--- src/logic/sac_regs.svh ---
// Register map, field positions, reset values and timing counts of the converter control.
// Assumes a 20-bit Wishbone byte address and a 200 MHz system clock.
`ifndef SAC_REGS_SVH
`define SAC_REGS_SVH

`define SAC_OFS_PER_EN 20'hf00f0
`define SAC_OFS_CTRL 20'hf0100
`define SAC_OFS_MODE3 20'hf0104
`define SAC_OFS_CHAN 20'hf0108
`define SAC_OFS_APC 20'hf010c
`define SAC_OFS_WIDE 20'hf0110
`define SAC_OFS_NARROW 20'hf0114
`define SAC_OFS_STATUS 20'hf0118

`define SAC_PER_RESET 8'h00
`define SAC_PER_MASK 8'hbd
`define SAC_PER_CONVERTER_CLOCK_ENABLE 5

`define SAC_CTRL_RESET 2'h0
`define SAC_CTRL_RUN 0
`define SAC_CTRL_ONESHOT 1

`define SAC_MODE3_RESET 4'h0
`define SAC_MODE3_RES8 0
`define SAC_MODE3_MREF 1
`define SAC_MODE3_PREF_LO 2
`define SAC_MODE3_PREF_HI 3

`define SAC_CHAN_RESET 2'h0
`define SAC_APC_RESET 4'h0

`define SAC_MSB_IDX 4'h9
`define SAC_STOP10_IDX 4'h0
`define SAC_STOP8_IDX 4'h2

`define SAC_CLK_MHZ 200
`define SAC_SAMPLE_NS 100
`define SAC_TRIAL_NS 50
`define SAC_SAMPLE_CYC ((`SAC_SAMPLE_NS * `SAC_CLK_MHZ + 999) / 1000)
`define SAC_TRIAL_CYC ((`SAC_TRIAL_NS * `SAC_CLK_MHZ + 999) / 1000)

`endif

--- src/logic/sac_pkg.sv ---
// Types shared by the converter control files.
// Assumes the constants header is included by the users of this package.
package sac_pkg;
	typedef enum logic [1:0] {
		SAC_IDLE = 2'b00,
		SAC_SAMPLE = 2'b01,
		SAC_TRIAL = 2'b11,
		SAC_DONE = 2'b10
	} sac_state_e;
endpackage

--- src/logic/sac_result_store.sv ---
// Wide and narrow conversion result holding registers.
// Assumes rst_i is the synchronous converter reset, including the clock-enable gate.
`timescale 1ns/1ps
module sac_result_store import sac_pkg::*; (
	input wire logic clk_i,
	input wire logic rst_i,
	input wire logic load_i,
	input wire logic [9:0] data_i,
	output logic [15:0] wide_o,
	output logic [7:0] narrow_o
);
	always_ff @(posedge clk_i) begin
		if (rst_i) begin
			wide_o <= 16'h0000;
			narrow_o <= 8'h00;
		end else if (load_i) begin
			wide_o <= {data_i, 6'h00};
			narrow_o <= data_i[9:2];
		end
	end
endmodule

--- src/logic/sac_top.sv ---
// Successive-approximation converter control with a classic Wishbone register slave.
// Assumes the analog front end presents cmp_ge_i synchronous to clk_i, settled
// within one trial window after tap_code_o changes.
//
// How it works
// - First trial against half reference sets MSB
// - Bit 8 trial tap chosen from bit 9
// - Trial bit kept when input at or above tap
// - 10-bit mode decides bits down to bit 0
// - 8-bit mode stops after bit 2
// - Wide result holds 10 bits high, six zeros
// - Narrow result holds upper 8 result bits
// - Done request raised when conversion finished
// - Enable low stops clock, holds converter reset
// - Enable low: converter writes ignored, reads give defaults; port configuration stays live
// - Enable high: converter registers read and write
// - System reset clears peripheral enable to zero
// - Peripheral enable written by bit or byte
// - Unselected analog pins stay general purpose
// - Both plus select bits pick external reference
// - Minus select bit picks external minus reference
// - Resolution bit chooses 10-bit or 8-bit end
// - One-shot mode clears run bit at end
//
// The Wishbone slave port is this design's own decision.
`timescale 1ns/1ps
`include "sac_regs.svh"
module sac_top import sac_pkg::*; (
	input wire logic clk_i,
	input wire logic rst_i,
	input wire logic cyc_i,
	input wire logic stb_i,
	input wire logic we_i,
	input wire logic [19:0] adr_i,
	input wire logic [3:0] sel_i,
	input wire logic [31:0] dat_i,
	output logic [31:0] dat_o,
	output logic ack_o,
	input wire logic cmp_ge_i,
	output logic sample_hold_o,
	output logic [9:0] tap_code_o,
	output logic plus_ref_external_o,
	output logic plus_ref_internal_o,
	output logic minus_ref_external_o,
	output logic [7:0] periph_clock_enable_o,
	output logic [3:0] analog_select_o,
	output logic [3:0] port_free_o,
	output logic conversion_done_irq_o
);
	////////////////////////////////////////////////////////////////////////////////
	localparam logic [4:0] SAMPLE_LOAD = 5'(`SAC_SAMPLE_CYC - 1);
	localparam logic [4:0] TRIAL_LOAD = 5'(`SAC_TRIAL_CYC - 1);

	function automatic logic [9:0] bit_mask(input logic [3:0] idx);
		bit_mask = 10'h001 << idx;
	endfunction

	logic [7:0] per_en;
	logic [1:0] ctrl;
	logic [3:0] mode3;
	logic [1:0] chan;
	logic [3:0] apc;
	sac_state_e state;
	sac_state_e next_state;
	logic [4:0] cnt;
	logic [4:0] next_cnt;
	logic [3:0] bit_idx;
	logic [3:0] next_idx;
	logic [9:0] approximation_register;
	logic [9:0] next_sar;
	logic [15:0] wide_result;
	logic [7:0] narrow_result;

	////////////////////////////////////////////////////////////////////////////////
	// Bus decode; ack is registered so every request takes exactly one wait state
	wire req = cyc_i & stb_i & ~ack_o;
	wire wr = req & we_i & sel_i[0];
	wire hit_per = adr_i == `SAC_OFS_PER_EN;
	wire hit_ctrl = adr_i == `SAC_OFS_CTRL;
	wire hit_mode3 = adr_i == `SAC_OFS_MODE3;
	wire hit_chan = adr_i == `SAC_OFS_CHAN;
	wire hit_apc = adr_i == `SAC_OFS_APC;
	wire hit_wide = adr_i == `SAC_OFS_WIDE;
	wire hit_narrow = adr_i == `SAC_OFS_NARROW;
	wire hit_status = adr_i == `SAC_OFS_STATUS;

	wire converter_clock_enable = per_en[`SAC_PER_CONVERTER_CLOCK_ENABLE];
	// Gate off acts as a reset, so gated registers read back their defaults
	wire conv_rst = rst_i | ~converter_clock_enable;
	wire [3:0] stop_idx = mode3[`SAC_MODE3_RES8] ? `SAC_STOP8_IDX : `SAC_STOP10_IDX;
	wire cnt_done = cnt == 5'h00;
	wire trial_end = (state == SAC_TRIAL) & cnt_done & ctrl[`SAC_CTRL_RUN];
	// At or below the stop bit, so a resolution change mid-run cannot wrap the index
	wire final_step = trial_end & (bit_idx <= stop_idx);
	wire [9:0] trial_mask = bit_mask(bit_idx);
	wire [9:0] decided_sar = cmp_ge_i ? (approximation_register | trial_mask) : (approximation_register & ~trial_mask);

	wire sw_ctrl = wr & hit_ctrl;
	// A software write of the run bit beats the automatic clear
	wire next_run = sw_ctrl ? dat_i[`SAC_CTRL_RUN] :
		((final_step & ctrl[`SAC_CTRL_ONESHOT]) ? 1'b0 : ctrl[`SAC_CTRL_RUN]);
	wire next_oneshot = sw_ctrl ? dat_i[`SAC_CTRL_ONESHOT] : ctrl[`SAC_CTRL_ONESHOT];
	wire [3:0] chan_onehot = 4'h1 << chan;
	wire [31:0] status_word = {18'h00000, approximation_register, 3'h0, state != SAC_IDLE};

	wire [31:0] rd_word = hit_per ? {24'h000000, per_en} :
		hit_ctrl ? {30'h00000000, ctrl} :
		hit_mode3 ? {28'h0000000, mode3} :
		hit_chan ? {30'h00000000, chan} :
		hit_apc ? {28'h0000000, apc} :
		hit_wide ? {16'h0000, wide_result} :
		hit_narrow ? {24'h000000, narrow_result} :
		hit_status ? status_word : 32'h00000000;

	////////////////////////////////////////////////////////////////////////////////
	always_ff @(posedge clk_i) begin
		if (rst_i) begin
			ack_o <= 1'b0;
			dat_o <= 32'h00000000;
		end else begin
			ack_o <= req;
			dat_o <= req ? rd_word : 32'h00000000;
		end
	end

	// Bit writes arrive as a full byte; reserved bits are forced to zero
	always_ff @(posedge clk_i) begin
		if (rst_i) begin
			per_en <= `SAC_PER_RESET;
		end else if (wr & hit_per) begin
			per_en <= dat_i[7:0] & `SAC_PER_MASK;
		end
	end

	// Port configuration stays live while the converter is gated off
	always_ff @(posedge clk_i) begin
		if (rst_i) begin
			apc <= `SAC_APC_RESET;
		end else if (wr & hit_apc) begin
			apc <= dat_i[3:0];
		end
	end

	always_ff @(posedge clk_i) begin
		if (conv_rst) begin
			ctrl <= `SAC_CTRL_RESET;
			mode3 <= `SAC_MODE3_RESET;
			chan <= `SAC_CHAN_RESET;
		end else begin
			ctrl <= {next_oneshot, next_run};
			if (wr & hit_mode3) begin
				mode3 <= dat_i[3:0];
			end
			if (wr & hit_chan) begin
				chan <= dat_i[1:0];
			end
		end
	end

	////////////////////////////////////////////////////////////////////////////////
	always_comb begin
		next_state = state;
		next_cnt = cnt_done ? 5'h00 : cnt - 5'h01;
		next_idx = bit_idx;
		next_sar = approximation_register;
		unique case (state)
			SAC_IDLE: begin
				if (ctrl[`SAC_CTRL_RUN]) begin
					next_state = SAC_SAMPLE;
					next_cnt = SAMPLE_LOAD;
				end
			end
			SAC_SAMPLE: begin
				if (!ctrl[`SAC_CTRL_RUN]) begin
					next_state = SAC_IDLE;
				end else if (cnt_done) begin
					next_state = SAC_TRIAL;
					next_cnt = TRIAL_LOAD;
					next_idx = `SAC_MSB_IDX;
					next_sar = 10'h000;
				end
			end
			SAC_TRIAL: begin
				if (!ctrl[`SAC_CTRL_RUN]) begin
					next_state = SAC_IDLE;
				end else if (cnt_done) begin
					next_sar = decided_sar;
					if (final_step) begin
						next_state = SAC_DONE;
					end else begin
						next_idx = bit_idx - 4'h1;
						next_cnt = TRIAL_LOAD;
					end
				end
			end
			SAC_DONE: begin
				if (ctrl[`SAC_CTRL_RUN]) begin
					next_state = SAC_SAMPLE;
					next_cnt = SAMPLE_LOAD;
				end else begin
					next_state = SAC_IDLE;
				end
			end
		endcase
	end

	always_ff @(posedge clk_i) begin
		if (conv_rst) begin
			state <= SAC_IDLE;
			cnt <= 5'h00;
			bit_idx <= `SAC_MSB_IDX;
			approximation_register <= 10'h000;
		end else begin
			state <= next_state;
			cnt <= next_cnt;
			bit_idx <= next_idx;
			approximation_register <= next_sar;
		end
	end

	// Tap code: decided bits plus the tentative trial bit
	always_ff @(posedge clk_i) begin
		if (conv_rst) begin
			tap_code_o <= 10'h000;
			sample_hold_o <= 1'b0;
			conversion_done_irq_o <= 1'b0;
		end else begin
			tap_code_o <= (next_state == SAC_TRIAL) ? (next_sar | bit_mask(next_idx)) : 10'h000;
			sample_hold_o <= next_state == SAC_SAMPLE;
			conversion_done_irq_o <= final_step;
		end
	end

	always_ff @(posedge clk_i) begin
		if (rst_i) begin
			plus_ref_external_o <= 1'b0;
			plus_ref_internal_o <= 1'b0;
			minus_ref_external_o <= 1'b0;
			analog_select_o <= 4'h0;
			port_free_o <= 4'hf;
		end else begin
			plus_ref_external_o <= mode3[`SAC_MODE3_PREF_HI] & mode3[`SAC_MODE3_PREF_LO];
			plus_ref_internal_o <= ~mode3[`SAC_MODE3_PREF_HI] & mode3[`SAC_MODE3_PREF_LO];
			minus_ref_external_o <= mode3[`SAC_MODE3_MREF];
			analog_select_o <= converter_clock_enable ? (chan_onehot & apc) : 4'h0;
			port_free_o <= converter_clock_enable ? ~(chan_onehot & apc) : 4'hf;
		end
	end

	assign periph_clock_enable_o = per_en;

	sac_result_store u_result (
		.clk_i(clk_i),
		.rst_i(conv_rst),
		.load_i(final_step),
		.data_i(decided_sar),
		.wide_o(wide_result),
		.narrow_o(narrow_result)
	);

	////////////////////////////////////////////////////////////////////////////////
	property p_msb_first;
		@(posedge clk_i) disable iff (conv_rst)
		(state == SAC_SAMPLE && ctrl[`SAC_CTRL_RUN] && cnt_done) |=> (tap_code_o == 10'h200);
	endproperty
	a_msb_first: assert property (p_msb_first) else $error("MSB trial not first");

	property p_bit8_tap;
		@(posedge clk_i) disable iff (conv_rst)
		(trial_end && bit_idx == 4'h9 && !final_step) |=>
			(tap_code_o == {approximation_register[9], 9'h100});
	endproperty
	a_bit8_tap: assert property (p_bit8_tap) else $error("Bit 8 tap wrong");

	property p_keep;
		@(posedge clk_i) disable iff (conv_rst)
		trial_end |=> (approximation_register[$past(bit_idx)] == $past(cmp_ge_i));
	endproperty
	a_keep: assert property (p_keep) else $error("Trial bit not decided by compare");

	property p_stop8;
		@(posedge clk_i) disable iff (conv_rst)
		(trial_end && mode3[`SAC_MODE3_RES8] && bit_idx == 4'h2) |=>
			(state == SAC_DONE && approximation_register[1:0] == 2'b00);
	endproperty
	a_stop8: assert property (p_stop8) else $error("8-bit end point wrong");

	property p_stop10;
		@(posedge clk_i) disable iff (conv_rst)
		(trial_end && !mode3[`SAC_MODE3_RES8] && bit_idx != 4'h0) |=> (state == SAC_TRIAL);
	endproperty
	a_stop10: assert property (p_stop10) else $error("10-bit sequence ended early");

	property p_results;
		@(posedge clk_i) disable iff (conv_rst)
		conversion_done_irq_o |-> (wide_result == {approximation_register, 6'h00} && narrow_result == approximation_register[9:2]);
	endproperty
	a_results: assert property (p_results) else $error("Result registers mismatch");

	property p_irq_pulse;
		@(posedge clk_i) disable iff (conv_rst)
		final_step |=> conversion_done_irq_o ##1 !conversion_done_irq_o;
	endproperty
	a_irq_pulse: assert property (p_irq_pulse) else $error("Done request not one pulse");

	property p_oneshot;
		@(posedge clk_i) disable iff (conv_rst)
		(final_step && ctrl[`SAC_CTRL_ONESHOT] && !sw_ctrl) |=> !ctrl[`SAC_CTRL_RUN];
	endproperty
	a_oneshot: assert property (p_oneshot) else $error("Run bit not cleared");

	property p_gate;
		@(posedge clk_i) disable iff (rst_i)
		!converter_clock_enable |=> (ctrl == 2'h0 && mode3 == 4'h0 && state == SAC_IDLE && wide_result == 16'h0000);
	endproperty
	a_gate: assert property (p_gate) else $error("Converter not held in reset");

	property p_per_reset;
		@(posedge clk_i)
		rst_i |=> (per_en == 8'h00);
	endproperty
	a_per_reset: assert property (p_per_reset) else $error("Enable register not cleared");
endmodule

--- config.mk ---
export PLATFORM = sky130hd
export DESIGN_NAME = sac_top
export DESIGN_NICKNAME = d
export VERILOG_FILES = /design/src/logic/sac_pkg.sv /design/src/logic/sac_result_store.sv /design/src/logic/sac_top.sv
export VERILOG_INCLUDE_DIRS = /design/src /design/src/logic
export SDC_FILE = /design/constraint.sdc
export NUM_CORES = 1
export LEC_CHECK = 0
export ABC_AREA = 1
export BUFFER_PORTS_ARGS = -buffer_cell sky130_fd_sc_hd__buf_2
export CAP_MARGIN = 20
export CORE_AREA = 2 2 121 123
export CTS_CLUSTER_DIAMETER = 150
export DETAILED_ROUTE_END_ITERATION = 8
export DIE_AREA = 0 0 123 125
export PLACE_DENSITY = 0.61
export SYNTH_ARGS = -nofsm -noshare
export SYNTH_HDL_FRONTEND = slang
export SYNTH_SLANG_ARGS = --single-unit
--- constraint.sdc ---
create_clock -name clk_i -period 3.1 [get_ports clk_i]
set_clock_uncertainty 0.15 [all_clocks]
set_input_delay 0.155 -clock clk_i [delete_from_list [all_inputs] [get_ports clk_i]]
set_output_delay 0.155 -clock clk_i [all_outputs]
set_load 0.005 [all_outputs]
# After elaboration in Yosys (flattened, before gate mapping)
# Index checks and enable logic that the tools add are counted.
# W data, S select, Z words.
classes:
  shift: 3
  addsub: 2
  n_eq_ne: 13
  magnitude_cmp: 1
  muxes: 39
  reduce_logical: 11
  bitwise_logic: 27
op_table:
  columns: ["op", "n"]
  rows:
  - ["$eq A20 B20 Y1 const B", 8]
  - ["$mux W10", 5]
  - ["$mux W8", 5]
  - ["$mux W5", 7]
  - ["$mux W14", 2]
  - ["$mux W4", 5]
  - ["$or A10 B10 Y10", 2]
  - ["$pmux W10 S2", 1]
  - ["$shl A1 B4 Y10 const A", 2]
  - ["$mux W16", 1]
  - ["$and A1 B1 Y1", 15]
  - ["$pmux W5 S3", 1]
  - ["$mux W2", 7]
  - ["$and A10 B10 Y10", 1]
  - ["$not A10 Y10", 1]
  - ["$reduce_or A9 Y1", 1]
  - ["$pmux W2 S4", 1]
  - ["$pmux W4 S2", 1]
  - ["$reduce_or A2 Y1", 4]
  - ["$reduce_or A7 Y1", 1]
  - ["$eq A2 B2 Y1 const B", 3]
  - ["$logic_not A5 Y1", 1]
  - ["$not A1 Y1", 5]
  - ["$sub A5 B1 Y5 const B", 1]
  - ["11 further kinds", 15]
totals:
  in_bits: 62
  output_inout_bits: 64
  elab_cells: 122
  regBits: 113

# Depth between registers and ports, before layout
logic_depth:
  ltp_word: 11
  mapped_depth: 15
  ltp_nobuf: 15

# Modules after synthesis
# Synthesis repeated with hierarchy kept, for this count alone.
hier_totals:
  cells_unflattened: 637
  area_unflattened_um2: 4586.9
modules_own_cells:
  columns: ["module", "cells_per_inst", "n_inst", "area_each_um2", "seq_area_each_um2"]
  rows:
  - ["sac_top", 559, 1, 4058.9, 1581.5]
  - ["sac_result_store", 78, 1, 528.0, 200.2]

# Worst setup path after synthesis
# Ideal clock, no wire load.
synth_timing:
  path_type: "reg-to-reg"
  from: "register bit_idx[1]"
  to: "register tap_code_o[0]"
  t_arrival_ns: 1.728
  setup_slack_ns: 1.150
  path_buffers: 0
  required_time_ns: 2.878
  path_stages_with_launch: 14
  period_less_slack_ns: 1.950
  setup_time_ns: 0.072
  cell_sequence: "dfxtp_1 > inv_1 > ha_1 > inv_1 > nor2_1 > o21ai_1 > inv_1 > nand2_1 > nand3_1 > nand2_1 > nand2_2 > nor2_1 > nand3_1 > a21oi_1"
synth_between:
  elab_chain_cells: 9
  word_cells_on_any_way: 26
  cone_classes: "add/sub (1); order compare (1); eq/ne (1); shift (2); mux (14); bitwise (6); reduce/logical (1)"
synth_rtl:
  columns: ["element", "line_no", "rtl"]
  rows:
  - ["from (decl)", "sac_top.sv:67", "logic [3:0] bit_idx;"]
  - ["from (signal assigned)", "sac_top.sv:211", "bit_idx <= `SAC_MSB_IDX;"]
  - ["from (signal assigned)", "sac_top.sv:216", "bit_idx <= next_idx;"]
  - ["$le A4 B2 Y1", "sac_top.sv:94", "wire final_step = trial_end & (bit_idx <= stop_idx);"]
  - ["$and A1 B1 Y1", "sac_top.sv:94", null]
  - ["$mux W2", "sac_top.sv:188", "if (final_step) begin"]
  - ["$mux W2", "sac_top.sv:186", "end else if (cnt_done) begin"]
  - ["$mux W2", "sac_top.sv:184", "if (!ctrl[`SAC_CTRL_RUN]) begin"]
  - ["$pmux W2 S4", "sac_top.sv:166", "unique case (state)"]
  - ["$eq A2 B2 Y1", "sac_top.sv:228", "tap_code_o <= (next_state == SAC_TRIAL) ? (next_sar | bit_mask(next_idx)) : 10'h000;"]
  - ["$not A1 Y1 (no source line)", null, null]
  - ["$reduce_or A2 Y1 (no source line)", null, null]
  - ["to (signal assigned)", "sac_top.sv:228", null]
  - ["to (decl)", "sac_top.sv:41", "output logic [9:0] tap_code_o,"]
# Several ways; a longest one is shown, not always the timed one.
# A chain may end at the register's enable or synchronous reset.

# Worst setup path in the final report
layout_timing:
  from: "register bit_idx[1]"
  to: "register tap_code_o[1]"
# The elaborated chain is that of the path after synthesis.

==> run metrics <==
simple-gate share of the synthesized area=0.2570; f_max=425.9 MHz; CTS Root Cell=clkbuf_16; Final nets=720; crit path max fanout=10; vias per inst=4.445; setup tns final=0 ns; final slew viol count=0; detailed-route via count=3729; port bufs=79; crit path DAT=2.47 ns; GRT Total Usage=0.1378; main combinational cell family by area after synthesis=simple AND/OR/NAND/NOR gates; initial antenna violation count=0; largest net degree at the start of global routing=25; critical path type=flip-flop to flip-flop; Tmin final=2.348 ns; prevailing post-synth register cell=dfxtp_1; EDFF count, synth=0; 1st-iter DRT viols=168; DRC violations left=0; WP data required=3.22 ns; first-pass GRT wire length=16.61 mm; Clock Path Buffers=2; CTS buffer count=9; worst hold path type=input pin to flip-flop; Die Y=125 um; Fillers=1502; status=completed; Antenna Nets Post-Route=0; Max Cap Violations=0; Synth Area in Adders=0.02433; mux cell area share after synthesis=0; Max IR drop VDD=0.2829 mV; drt pass-1 iters=4; #FFs+latches synth=89; die width=123 um; final setup fails=0; Cell variety after synth=38; Initial Utilization=0.2896; LEAKAGE=0.002203 uW; xor-xnor portion of the synthesized cell area=0.004258; Worst setup SP type=flip-flop; Crit. End Element=flip-flop; Seq/Total Area, Yosys=0.4331; final hold vios=0; wire length per cell=12.40 um; warnings from Yosys=0; Die ar.=0.01538 mm^2; Pwr Density=487.7 mW/mm^2; final hold slack=0.03234 ns; cts repair resizes=0; cell area after synthesis=0.004114 mm^2; most common cell after layout, fill and taps aside=inv_1; core area=0.01420 mm^2; n_diodes=0; relative slew slack=0.6004; Power Total=2471 uW; CTS sink cnt=89; Slew @ Worst Pin=0.5957 ns; H-tree depth=3; number of global-route vias before repair=3399; CTS tree=yes; Post-Syn Instances=559; syn_area_per_cell=7.359 um^2; Clock transition at path regs=0.06 ns; ys async rst share=0; GPL Wtd Cong=0.8680; synthesis-to-layout area growth=23.18%; RSZ-0062 raised after global routing=false; layout cells sized above 1=0.1939; FP Rows=44; most frequent cells in the layout=91 x inv_1, 89 x dfxtp_1, 79 x buf_2; io pins=126; hpwl dp=7.826 mm; fin crit share=0.7574; Worst-Skew Late Latency=0.35 ns; Synth Area in Compound Gates=0.1469; WL final=10.40 mm; total gr overflow=0
## path summary, 6_finish.rpt
| kind | startpoint | to | slack (ns) | cells past startpoint |
|---|---|---|---|---|
| worst max-delay path | bit_idx[1] | tap_code_o[1] | 0.75 | 13 |
| worst max register to register | bit_idx[1] | tap_code_o[1] | 0.75 | 13 |
| worst min register to register | mode3[1] | minus_ref_external_o | 0.30 | 2 |
| worst min-delay path | rst_i | minus_ref_external_o | 0.03 | 2 |
## through the flow
stage | cell area (um^2) | utilization | setup WS, ns | cells
floorplan | 4178 | - | 1.150 | 576
global placement | 4652 | 0.3275 | 0.7715 | 816
detailed placement | 4652 | 0.3275 | 0.7461 | 816
CTS | 5067 | 0.3568 | 0.7211 | 839
global route | 5067 | 0.3568 | 0.3868 | 839
finish | 5067 | 0.3568 | 0.7520 | 839
## sequential cells by signal, summed over array words and instances (netlist names), 4 cells and up
register / flops
tap_code_o: 10
mode3: 4
approximation_register: 10
dat_o: 16
analog_select_o: 4
u_result.narrow_o: 8
periph_clock_enable_o: 6
bit_idx: 4
cnt: 5
apc: 4
port_free_o: 4
## cell families after synthesis
logic type      after synthesis
buf+inv                     126
fa+ha+maj                     8
simple gates                226
xor+xnor                      2
compound gates              107
flops                        89
other cells                   1
## worst max-delay path: stages (launching register included)
cell     delay (ns)
dfxtp_1        0.39
inv_1          0.15
ha_1           0.29
inv_1          0.05
nor2_1         0.04
o21ai_1        0.23
inv_1          0.07
nand2_1        0.15
inv_2          0.06
nor2_1         0.15
nand2_1        0.09
inv_1          0.07
nand2_1        0.19
a21oi_1        0.19
## area by class of cell
type,count,area (um^2),area share
inverters,100,375.4,0.07407
clock inverters,5,102.6,0.02025
repair buffers,89,488.0,0.09630
multi-input cells,361,1847,0.3644
well taps,184,230.2,0.04543
flip-flops and latches,89,1782,0.3516
clock buffers,11,242.7,0.04790
## metal layers
layer / vias up / part of all wire / GRT usage
li1: 1956 / - / -
met1: 1649 / 0.49 / 0.1863
met2: 108 / 0.42 / 0.2044
met4: 0 / 0.023 / 0.06217
met3: 16 / 0.067 / 0.03650
met5: - / 0 / 0
## synth_stat cells (all sizes together) (2+ instances only)
library cell | number | area (um^2)
a211oi | 12 | 90.09
a21oi | 32 | 160.2
a31oi | 5 | 31.28
buf | 20 | 151.4
clkbuf | 6 | 22.52
clkinv | 2 | 7.510
dfxtp | 89 | 1782
ha | 8 | 100.1
inv | 98 | 367.9
nand2 | 74 | 297.8
nand3 | 44 | 225.2
nand4 | 7 | 58.81
nor2 | 84 | 370.4
nor3 | 11 | 66.32
nor4 | 4 | 25.02
o211ai | 3 | 22.52
o21ai | 43 | 219.0
o22ai | 8 | 50.05
o31ai | 2 | 15.01
## where the power goes
part	leakage, uW	total, uW	switching [uW]	internal, uW
combinational	0.00132	72.3	42.8	29.5
sequential	0.000717	1140	0.285	1140
clock	0.000166	1260	447	808
## repair_timing
action	4_1_cts	5_1_grt
setup buffers	0	0
hold buffers	7	0
hold endpoints to repair	17	0
No activity file was read; power rests on OpenSTA's default activity.
